### src/tmr_regs.svh
// register indices, reset values and rate counts of the up/down timer
`ifndef TMR_REGS_SVH
`define TMR_REGS_SVH

// ----------------------------------------------------------------------
// register indices (byte address is four times the index)
// ----------------------------------------------------------------------
`define TMR_IDX_CTRL 10'h0C8
`define TMR_IDX_MODE 10'h0C9
`define TMR_IDX_RLD_LO 10'h0CA
`define TMR_IDX_RLD_HI 10'h0CB
`define TMR_IDX_CNT_LO 10'h0CC
`define TMR_IDX_CNT_HI 10'h0CD
`define TMR_ADR_IDX_MSB 11
`define TMR_ADR_IDX_LSB 2

// ----------------------------------------------------------------------
// field positions
// ----------------------------------------------------------------------
`define TMR_CTRL_MSB 7
`define TMR_MODE_MSB 1
`define TMR_RUN_BIT 2

// ----------------------------------------------------------------------
// reset values and counter maximum
// ----------------------------------------------------------------------
`define TMR_CTRL_RST 8'h00
`define TMR_MODE_RST 2'h0
`define TMR_CNT_RST 16'h0000
`define TMR_RLD_RST 16'h0000
`define TMR_CNT_MAX 16'hFFFF

// ----------------------------------------------------------------------
// core clock cycles per count (core clock is the oscillator)
// ----------------------------------------------------------------------
`define TMR_DIV_6CLK 4'h6
`define TMR_DIV_12CLK 4'hC
`define TMR_DIV_FAST_6CLK 4'h1
`define TMR_DIV_FAST_12CLK 4'h2

`endif

### src/tmr_pkg.sv
// types shared by the up/down timer and its bus
`default_nettype none

package tmr_pkg;

   // ----------------------------------------------------------------------
   // classic wishbone carriers
   // ----------------------------------------------------------------------
   typedef struct packed {
      logic cyc;
      logic stb;
      logic we;
      logic [11:0] adr;
      logic [3:0] sel;
      logic [31:0] dat;
   } tmr_wb_req_s;

   typedef struct packed {
      logic ack;
      logic [31:0] dat;
   } tmr_wb_rsp_s;

   // ----------------------------------------------------------------------
   // control register, bit 7 down to bit 0
   // ----------------------------------------------------------------------
   typedef struct packed {
      logic ovfFlag;
      logic extFlag;
      logic rxBaudSel;
      logic txBaudSel;
      logic extEventEn;
      logic runCtrl;
      logic countSrcSel;
      logic captureSel;
   } tmr_ctrl_s;

   typedef struct packed {
      logic clkoutEn;
      logic downCountEn;
   } tmr_mode_s;

   // ----------------------------------------------------------------------
   // whole state of the timer
   // ----------------------------------------------------------------------
   typedef struct packed {
      tmr_ctrl_s ctrl;
      tmr_mode_s mode;
      logic [15:0] reload;
      logic [15:0] cnt;
      logic [3:0] presc;
      logic trigPrev;
      logic evPrev;
      logic clkoutLevel;
      logic baudPulse;
      logic ack;
      logic [31:0] rdData;
   } tmr_state_s;

endpackage : tmr_pkg

`default_nettype wire

### src/tmr_updown_timer.sv
// 16-bit up/down timer with capture, auto-reload, baud pulse and clock out
//
// Notes on behaviour
// - 16-bit counter, timer or event counter; capture, reload and baud modes.
// - capture mode keeps counting after capture; timer rate osc/6 or osc/12.
// - capture mode without trigger enable sets ovf_flag on rollover.
// - trigger falling edge copies counter into reload and sets ext_flag.
// - both flags share one interrupt request; software reads both.
// - reset clears down_count_en; when set, trigger pin level picks direction.
// - up-only reload: overflow past 0FFFFH sets ovf_flag and loads reload.
// - up-only reload with trigger: edge also reloads and sets ext_flag.
// - up/down mode, pin high: count up, overflow sets flag, loads reload.
// - up/down mode, pin low: count down, match reload sets flag, loads 0FFFFH.
// - up/down mode: ext_flag toggles on each roll, raises no interrupt.
// - clock out driven when source is internal, clkout_en and run set.
// - clock out frequency is osc over n times (65536 minus reload).
// - clock-out rollovers raise no interrupt.
// - baud and clock out may run together at the same rollover rate.
// - clock-out pin can instead be the external count input.
// - ovf_flag sticky until cleared; never set while timer clocks serial port.
// - source select 0 counts divided oscillator, 1 counts falling edges.
// - trigger edges act only with enable set, serial port not clocked and up/down mode off.
//
// Decided for this implementation: the Wishbone interface to the registers and the placing of the registers.
`include "tmr_regs.svh"
`default_nettype none

module tmr_updown_timer (
   // clock and reset
   input wire logic core_clk,
   input wire logic srst,
   // register bus
   input wire tmr_pkg::tmr_wb_req_s wbReq,
   output var tmr_pkg::tmr_wb_rsp_s wbRsp,
   // configuration strap, high selects twelve-clock mode
   input wire logic twelveClkMode,
   // pins
   input wire logic extTrigPin,
   input wire logic clkoutPinIn,
   output logic clkoutPinOut,
   output logic clkoutPinOe,
   // serial port and interrupt controller
   output logic baudPulse,
   output logic timerIrq
);
   import tmr_pkg::*;

   // ----------------------------------------------------------------------
   // register read mux
   // ----------------------------------------------------------------------
   function automatic logic [31:0] regRead(input tmr_state_s s, input logic [9:0] idx);
      logic [7:0] b;
      b = 8'h00;
      case (idx)
         `TMR_IDX_CTRL: b = s.ctrl;
         `TMR_IDX_MODE: b = {6'h00, s.mode};
         `TMR_IDX_RLD_LO: b = s.reload[7:0];
         `TMR_IDX_RLD_HI: b = s.reload[15:8];
         `TMR_IDX_CNT_LO: b = s.cnt[7:0];
         `TMR_IDX_CNT_HI: b = s.cnt[15:8];
         default: b = 8'h00;
      endcase
      return {24'h000000, b};
   endfunction : regRead

   tmr_state_s st_ff;
   tmr_state_s nxt_st;

   logic busHit;
   logic regWr;
   logic [9:0] wrIdx;
   logic baudMode;
   logic clkoutMode;
   logic captMode;
   logic udMode;
   logic dirDown;
   logic fastRate;
   logic [3:0] divCnt;
   logic intTick;
   logic extFall;
   logic tick;
   logic trigFall;
   logic trigEv;
   logic rollUp;
   logic rollDown;
   logic rollEv;
   logic ovfSet;

   // ----------------------------------------------------------------------
   // mode decode
   // ----------------------------------------------------------------------
   assign busHit = wbReq.cyc & wbReq.stb;
   // writes land on the edge where the master sees ack
   assign regWr = busHit & wbReq.we & st_ff.ack & wbReq.sel[0];
   assign wrIdx = wbReq.adr[`TMR_ADR_IDX_MSB:`TMR_ADR_IDX_LSB];
   assign baudMode = st_ff.ctrl.rxBaudSel | st_ff.ctrl.txBaudSel;
   assign clkoutMode = st_ff.mode.clkoutEn & ~st_ff.ctrl.countSrcSel;
   // baud use forces auto-reload, so capture yields to it
   assign captMode = st_ff.ctrl.captureSel & ~baudMode;
   assign udMode = st_ff.mode.downCountEn & ~captMode & ~baudMode;
   assign dirDown = udMode & ~extTrigPin;

   // ----------------------------------------------------------------------
   // count rate
   // ----------------------------------------------------------------------
   // fast rate gives osc over 2 or 4 per output period count
   assign fastRate = baudMode | clkoutMode;
   assign divCnt = fastRate ? (twelveClkMode ? `TMR_DIV_FAST_12CLK : `TMR_DIV_FAST_6CLK)
                            : (twelveClkMode ? `TMR_DIV_12CLK : `TMR_DIV_6CLK);
   assign intTick = (st_ff.presc == divCnt - 4'h1);
   assign extFall = st_ff.evPrev & ~clkoutPinIn;
   assign tick = st_ff.ctrl.runCtrl & (st_ff.ctrl.countSrcSel ? extFall : intTick);

   // ----------------------------------------------------------------------
   // events
   // ----------------------------------------------------------------------
   assign trigFall = st_ff.trigPrev & ~extTrigPin;
   // edges gated by enable, serial use and up/down mode
   assign trigEv = trigFall & st_ff.ctrl.extEventEn & ~baudMode & ~udMode;
   assign rollUp = tick & ~dirDown & (st_ff.cnt == `TMR_CNT_MAX);
   assign rollDown = tick & dirDown & (st_ff.cnt == st_ff.reload);
   assign rollEv = rollUp | rollDown;
   // no flag in clock out; none in baud use
   assign ovfSet = rollEv & ~baudMode & ~clkoutMode;

   // ----------------------------------------------------------------------
   // next state
   // ----------------------------------------------------------------------
   always_comb begin
      nxt_st = st_ff;
      nxt_st.trigPrev = extTrigPin;
      nxt_st.evPrev = clkoutPinIn;
      nxt_st.ack = busHit & ~st_ff.ack;
      if (busHit && !st_ff.ack) begin
         nxt_st.rdData = regRead(st_ff, wrIdx);
      end
      if (!st_ff.ctrl.runCtrl || intTick) begin
         nxt_st.presc = 4'h0;
      end else begin
         nxt_st.presc = st_ff.presc + 4'h1;
      end
      if (tick) begin
         if (rollDown) begin
            nxt_st.cnt = `TMR_CNT_MAX;
         end else if (rollUp) begin
            // capture mode wraps with no reload; reload
            nxt_st.cnt = captMode ? `TMR_CNT_RST : st_ff.reload;
         end else if (dirDown) begin
            nxt_st.cnt = st_ff.cnt - 16'h0001;
         end else begin
            nxt_st.cnt = st_ff.cnt + 16'h0001;
         end
      end
      if (trigEv) begin
         if (captMode) begin
            nxt_st.reload = st_ff.cnt;
         end else begin
            nxt_st.cnt = st_ff.reload;
         end
      end
      // one-cycle pulse; shares the rollover with clock out
      nxt_st.baudPulse = rollEv & baudMode;
      if (!clkoutMode || !st_ff.ctrl.runCtrl) begin
         nxt_st.clkoutLevel = 1'b0;
      end else if (rollEv) begin
         nxt_st.clkoutLevel = ~st_ff.clkoutLevel;
      end
      // software writes; data registers take the written byte over counting
      if (regWr) begin
         case (wrIdx)
            `TMR_IDX_CTRL: nxt_st.ctrl = tmr_ctrl_s'(wbReq.dat[`TMR_CTRL_MSB:0]);
            `TMR_IDX_MODE: nxt_st.mode = tmr_mode_s'(wbReq.dat[`TMR_MODE_MSB:0]);
            `TMR_IDX_RLD_LO: nxt_st.reload[7:0] = wbReq.dat[7:0];
            `TMR_IDX_RLD_HI: nxt_st.reload[15:8] = wbReq.dat[7:0];
            `TMR_IDX_CNT_LO: nxt_st.cnt[7:0] = wbReq.dat[7:0];
            `TMR_IDX_CNT_HI: nxt_st.cnt[15:8] = wbReq.dat[7:0];
            default: nxt_st.ctrl = st_ff.ctrl;
         endcase
      end
      // hardware set wins over a software clear
      if (ovfSet) begin
         nxt_st.ctrl.ovfFlag = 1'b1;
      end
      if (trigEv) begin
         nxt_st.ctrl.extFlag = 1'b1;
      end
      if (rollEv && udMode) begin
         nxt_st.ctrl.extFlag = ~st_ff.ctrl.extFlag;
      end
   end

   always_ff @(posedge core_clk) begin
      if (srst) begin
         st_ff <= '0;
         st_ff.ctrl <= tmr_ctrl_s'(`TMR_CTRL_RST);
         st_ff.mode <= tmr_mode_s'(`TMR_MODE_RST);
         st_ff.reload <= `TMR_RLD_RST;
         st_ff.cnt <= `TMR_CNT_RST;
      end else begin
         st_ff <= nxt_st;
      end
   end

   // ----------------------------------------------------------------------
   // outputs
   // ----------------------------------------------------------------------
   assign wbRsp = '{ack: st_ff.ack, dat: st_ff.rdData};
   assign clkoutPinOut = st_ff.clkoutLevel;
   // drive pin only in clock out mode while running
   assign clkoutPinOe = clkoutMode & st_ff.ctrl.runCtrl;
   assign baudPulse = st_ff.baudPulse;
   // one request; ext flag silent in up/down mode
   assign timerIrq = st_ff.ctrl.ovfFlag | (st_ff.ctrl.extFlag & ~udMode);
endmodule : tmr_updown_timer

`default_nettype wire

### config.mk
export PLATFORM = sky130hd
export DESIGN_NAME = tmr_updown_timer
export DESIGN_NICKNAME = d
export VERILOG_FILES = /design/src/tmr_pkg.sv /design/src/tmr_updown_timer.sv
export VERILOG_INCLUDE_DIRS = /design/src
export SDC_FILE = /design/constraint.sdc
export NUM_CORES = 1
export LEC_CHECK = 0
export ABC_AREA = 1
export CAP_MARGIN = 0
export CORE_UTILIZATION = 61
export DETAILED_ROUTE_END_ITERATION = 8
export DONT_BUFFER_PORTS = 1
export HOLD_SLACK_MARGIN = 0.15
export PLACE_DENSITY_LB_ADDON = 0.15
export SYNTH_ARGS = -nofsm -noshare
export SYNTH_HDL_FRONTEND = slang
export SYNTH_SLANG_ARGS = --single-unit
### constraint.sdc
create_clock -name core_clk -period 2.82 [get_ports core_clk]
set_input_delay 0.141 -clock core_clk [delete_from_list [all_inputs] [get_ports core_clk]]
set_output_delay 0.141 -clock core_clk [all_outputs]
set_load 0.01 [all_outputs]
# Yosys cells after proc, flatten, opt, wreduce, memory -nomap -nowiden
# Cells that the tools add are included.
# word_totals
register_bits	59
in_bits	56
wordCells	112
# classes
add_sub_neg	4
n_eq_ne	9
muxes	23
bitwise_logic	40
n_reduce_logical	17
# ops
op	count
two-way mux 16 bit	7
equality test 10 x 8 -> 1 bit (second input constant)	6
case mux 8 bit (6 select lines)	1
two-way mux 42 bit	1
two-way mux 8 bit	5
two-way mux 32 bit	1
AND 1 bit	25
adder 16 x 1 -> 16 bit (second input constant)	1
equality test 16 bit	1
equality test 16 bit (second input constant)	1
subtractor 16 x 1 -> 16 bit (second input constant)	1
NOT 1 bit	11
two-way mux 4 bit	2
AND reduction 2 bit	4
nonzero test 3 bit	2
adder 4 x 1 -> 4 bit (second input constant)	1
equality test 4 bit	1
two-way mux 1 bit	4
two-way mux 2 bit	2
OR 1 bit	4
nonzero test 2 bit	2
OR reduction 2 bit	2
subtractor 4 x 1 -> 4 bit (second input constant)	1
zero test 1 bit	3
2 further kinds	4

# Longest topological paths before layout
# depth
word_depth	19
ltp_mapped	21
depth_no_buf	20

# Worst setup path after synthesis
# No wires, ideal clock.
# synth_path
path_kind	register to register
startpoint	reg st_ff[79] (netlist bit)
endpoint	reg st_ff[49] (netlist bit)
setup_time_ns	0.070
t_arrival_ns	2.005
required_ns	2.750
setup_slack_ns	0.745
path_stages_with_launch	21
path_buffers	1
path_cell_list	dfxtp_1 nor2_8 nand3_4 buf_6 nand2_1 nand2_1 inv_1 ha_1 inv_1 nand2_1 nand3_1 nand2_1 nand2_1 nand2_1 xor2_1 nand2_1 nand2_1 nand2_1 nand2_1 nand2_1 a21oi_1
# synth_between
elab_chain_len	17
# synth_rtl
element	line_no	text
start: declaration	tmr_updown_timer.sv:66	tmr_state_s st_ff;
start signal: assignment	tmr_updown_timer.sv:200	st_ff <= nxt_st;
OR 1 bit *	tmr_updown_timer.sv:96	assign baudMode = st_ff.ctrl.rxBaudSel | st_ff.ctrl.txBaudSel;
branches (longest 13 deep; another with subtractor 4 x 1 -> 4 bit)	--	
two-way mux 32 bit *	tmr_updown_timer.sv:154	if (trigEv) begin
two-way mux 8 bit	tmr_updown_timer.sv:170	case (wrIdx)
two-way mux 42 bit *	tmr_updown_timer.sv:169	if (regWr) begin
# Mark *: on every way between the ends. The select of a mux whose other input is x is not followed.
# A chain may end at the register's enable or synchronous reset.

# Final worst setup path
# layout_path
startpoint	reg st_ff[75] (netlist bit)
endpoint	reg st_ff[48] (netlist bit)
# layout_between
elab_chain_len	15
# layout_rtl
element	line_no	text
AND 1 bit *	tmr_updown_timer.sv:99	assign captMode = st_ff.ctrl.captureSel & ~baudMode;
NOT 1 bit	tmr_updown_timer.sv:100	assign udMode = st_ff.mode.downCountEn & ~captMode & ~baudMode;
AND 1 bit (2 in series)	tmr_updown_timer.sv:100	
AND 1 bit	tmr_updown_timer.sv:101	assign dirDown = udMode & ~extTrigPin;
NOT 1 bit	tmr_updown_timer.sv:120	assign rollUp = tick & ~dirDown & (st_ff.cnt == `TMR_CNT_MAX);
AND 1 bit (2 in series)	tmr_updown_timer.sv:120	
two-way mux 16 bit	tmr_updown_timer.sv:145	end else if (rollUp) begin
two-way mux 16 bit	tmr_updown_timer.sv:143	if (rollDown) begin
two-way mux 16 bit	tmr_updown_timer.sv:142	if (tick) begin
two-way mux 16 bit	tmr_updown_timer.sv:155	if (captMode) begin
two-way mux 32 bit *	tmr_updown_timer.sv:154	
two-way mux 8 bit	tmr_updown_timer.sv:170	
two-way mux 42 bit *	tmr_updown_timer.sv:169	
# Mark *: on every way between the ends. The rest lies on a longest branch, timed or not. The select of a mux whose other input is x is not followed.

==> results.json <==
{
  "die_w_um": 91.2,
  "grt_pass1_vias": 5259,
  "clockPowerShare_pct": 42.4,
  "synth-seq-cells": 59,
  "yosys_warnings": 0,
  "root_buffer": "clkbuf_8",
  "max_freq_ghz": 0.397,
  "gp_congestion": 1.11,
  "tns_ps": 0,
  "num_rows": 32,
  "async_flop_share_pct": 0,
  "worstHoldStart": "extTrigPin",
  "vias": 5618,
  "drc": 0,
  "hold_viol_final": 0,
  "r2r-end": "st_ff[48]",
  "start_util_pct": 62.8,
  "cp-start-kind": "flop",
  "synth.top_cell.area_share_pct": 24.3,
  "final_nets": 875,
  "syn-instance-count": 810,
  "avgViaCountPerCell": 6.07,
  "final_layout_size_suffix_gt1_share_pct": 6.69,
  "gr-total-overflow": 0,
  "fin_crit_ps": 2520,
  "holdPathEnd": "st_ff[36]",
  "path_class": "flop to flop",
  "cp.required_ps": 3010,
  "dpl-instance-area_um2": 4810,
  "core_um2": 7730,
  "wl_met1_mm": 6.19,
  "p_int_mw": 1.18,
  "postRouteAntennaNets": 0,
  "max-vdd-ir-drop_v": 0.000356,
  "clock-sinks": 59,
  "ctsHtreeMaxLevel": 3,
  "num_io_pins": 93,
  "track_usage_pct": 40.3,
  "final-setup-viol-count": 0,
  "drt-initial-drc-count": 769,
  "numCtsBuffers": 9,
  "synth.distinct_cells": 42,
  "wl_per_cell_um": 17.5,
  "die_h_um": 91.2,
  "hp-class": "input port to flop",
  "synth_edf_count": 0,
  "antenna_found_initial": 0,
  "hold_depth": 3,
  "power_leakage_nw": 2.18,
  "grt_pass1_wl_mm": 26.0,
  "skew_ps": 13.8,
  "synth_seq_area_share_pct": 24.3,
  "top_layer": "met4",
  "seq_power_share_pct": 52.0,
  "dr_wl_met2_mm": 7.01,
  "switchingPower_mw": 0.436,
  "dpl.hpwl_mm": 12.1,
  "die-area_um2": 8320,
  "reg2reg_depth": 15,
  "syn_to_final_growth_pct": 5.20,
  "worstPathMaxFanout": 23,
  "clockBufferDepth": 2,
  "yosys.area.top_type": "dfxtp_1",
  "maxCapViolations": 0,
  "slew_violations": 0,
  "grt_setup_unrepaired": "false",
  "grt_max_degree": 37,
  "slew_headroom_pct": 31.1,
  "cts_resized": 0,
  "crit_arrival_ps": 2710,
  "r2r_slack_ps": 300,
  "r2r_start": "st_ff[75]",
  "portBuffers": 0,
  "path_clk_slew_ps": 80,
  "p_sw_share_pct": 27.0,
  "syn_area_um2": 4860,
  "tightest_slew_ps": 1030,
  "routed_wl_mm": 16.2,
  "endpoint_kind": "flop",
  "finalInstanceArea_um2": 5110,
  "synth_flop_cell": "dfxtp_1",
  "syn_avg_cell_area_um2": 5.99,
  "power.density_nw_per_um2": 316,
  "cts_tree": "yes",
  "share_comb_of_total_power_pct": 5.6,
  "fin_crit_sh_pct": 89.4,
  "dr.pass1.iters": 6,
  "met3_length_mm": 1.96,
  "insertion_delay_ps": 360,
  "ys_top_cells_by_area": "dfxtp_1, nand2_1, a21oi_1, inv_1, o21ai_0",
  "status": "complete, no violations"
}
sequential cells by signal (all words and copies together), names as in the netlist:
register / flops
wbRsp: 9
baudPulse: 1
clkoutPinOut: 1
st_ff: 48
per-layer routing:
metal / vias up / GRT usage (%)
met3: 107 / 5.70
met4: 0 / 26.5
li1: 2624 / -
met5: - / 0
met1: 2465 / 51.3
met2: 422 / 63.6
area by class of cell:
type                            count  area [um^2]
Multi-Input combinational cell    619         3020
Fill cell                         763         2620
Sequential cell                    59         1180
Inverter                          103          387
Timing Repair Buffer               25          220
Clock buffer                       10          128
Tap cell                          102          128
Clock inverter                      6         42.5
Antenna cell                        1         2.50
timing repair:
action | CTS | global route
setup buffers | 0 | 0
hold buffers | 13 | 0
setup endpoints to repair | 0 | 0
endpoints found under the hold margin | 51 | 0
placed cells by master (no fill, tap or decap), drive strengths merged, types with 13 or more instances in the layout:
cell         Yosys  final
o21ai           65     65
nor2            83     83
nand2          230    230
dfxtp           59     59
nand4           20     20
xor2            16     16
nand3           50     50
inv             98     98
a21oi           73     73
conb             1     24
dlygate4sd3      0     13
power groups by stage:
| stage | registers, mW | clock network (mW) | logic [mW] |
|---|---|---|---|
| finish | 0.840 | 0.684 | 0.0908 |
| global route | 0.840 | 0.723 | 0.0990 |
| CTS | 0.840 | 0.683 | 0.0874 |
| detailed placement | 0.859 | 0 | 0.0593 |
| global placement | 0.859 | 0 | 0.0577 |
| floorplan | 0.857 | 0 | 0.0814 |
synthesized netlist by cell type, types with 2 or more instances:
cell and number:
nand2_2 2, buf_4 34, xor2_1 16, o211ai_1 2, nand2_1 225, nor2_2 4
inv_1 93, nor3_1 11, nand3_1 47, o21ai_0 62, nor2_1 74, ha_1 2
o22ai_1 10, nand2_4 3, buf_6 4, o21ai_1 2, nand4_1 20, xnor2_1 3
clkinv_1 5, a41oi_1 11, a211oi_1 3, a21oi_1 73, o221ai_1 6, inv_2 5
a31oi_1 3, dfxtp_1 59, nor2_4 4, nand3_2 2, clkbuf_1 12
critical path, stage by stage, from the launching register on:
cell     delay, ps
dfxtp_1        520
nor2_4         110
nand3_4        160
buf_4          290
nand2_1         80
nand2_1        170
nand2_1         70
nor2_1         140
nand2_1         70
nand2_1        100
xor2_1         260
o21ai_0        130
nand2_1         70
nand2_1         40
nand3_1         60
a21oi_1         70
cells by family (layout without fill, tap and decap cells):
logic type,Yosys count,count (layout),synth area share (%)
other cells,1,25,0.0772
fa+ha+maj,2,2,0.515
compound gates,175,175,20.2
xor+xnor,19,19,3.43
simple gates,399,399,36.2
buf+inv,155,144,15.3
flops,59,59,24.3
how the worst max path moves through the flow:
stage | slack [ps] | start | end | depth (start not counted)
CTS | 350 | st_ff[80] | st_ff[53] | 20
global placement | 490 | st_ff[80] | st_ff[49] | 20
floorplan | 740 | st_ff[79] | st_ff[49] | 20
global route | 70 | st_ff[75] | st_ff[48] | 15
detailed placement | 370 | st_ff[80] | st_ff[53] | 20
finish | 300 | st_ff[75] | st_ff[48] | 15
stage by stage:
step	instances	power, mW	utilization [%]	hold WS (ps)	setup WS [ps]
final	925	1.61	66.1	150	299
after detailed placement	895	0.918	62.2	217	371
after global placement	895	0.917	62.2	213	488
after CTS	924	1.61	66.1	151	352
after global routing	924	1.66	66.1	170	74.0
after floorplan	833	0.938	-	266	745
Power figures use the tool's default switching activity.
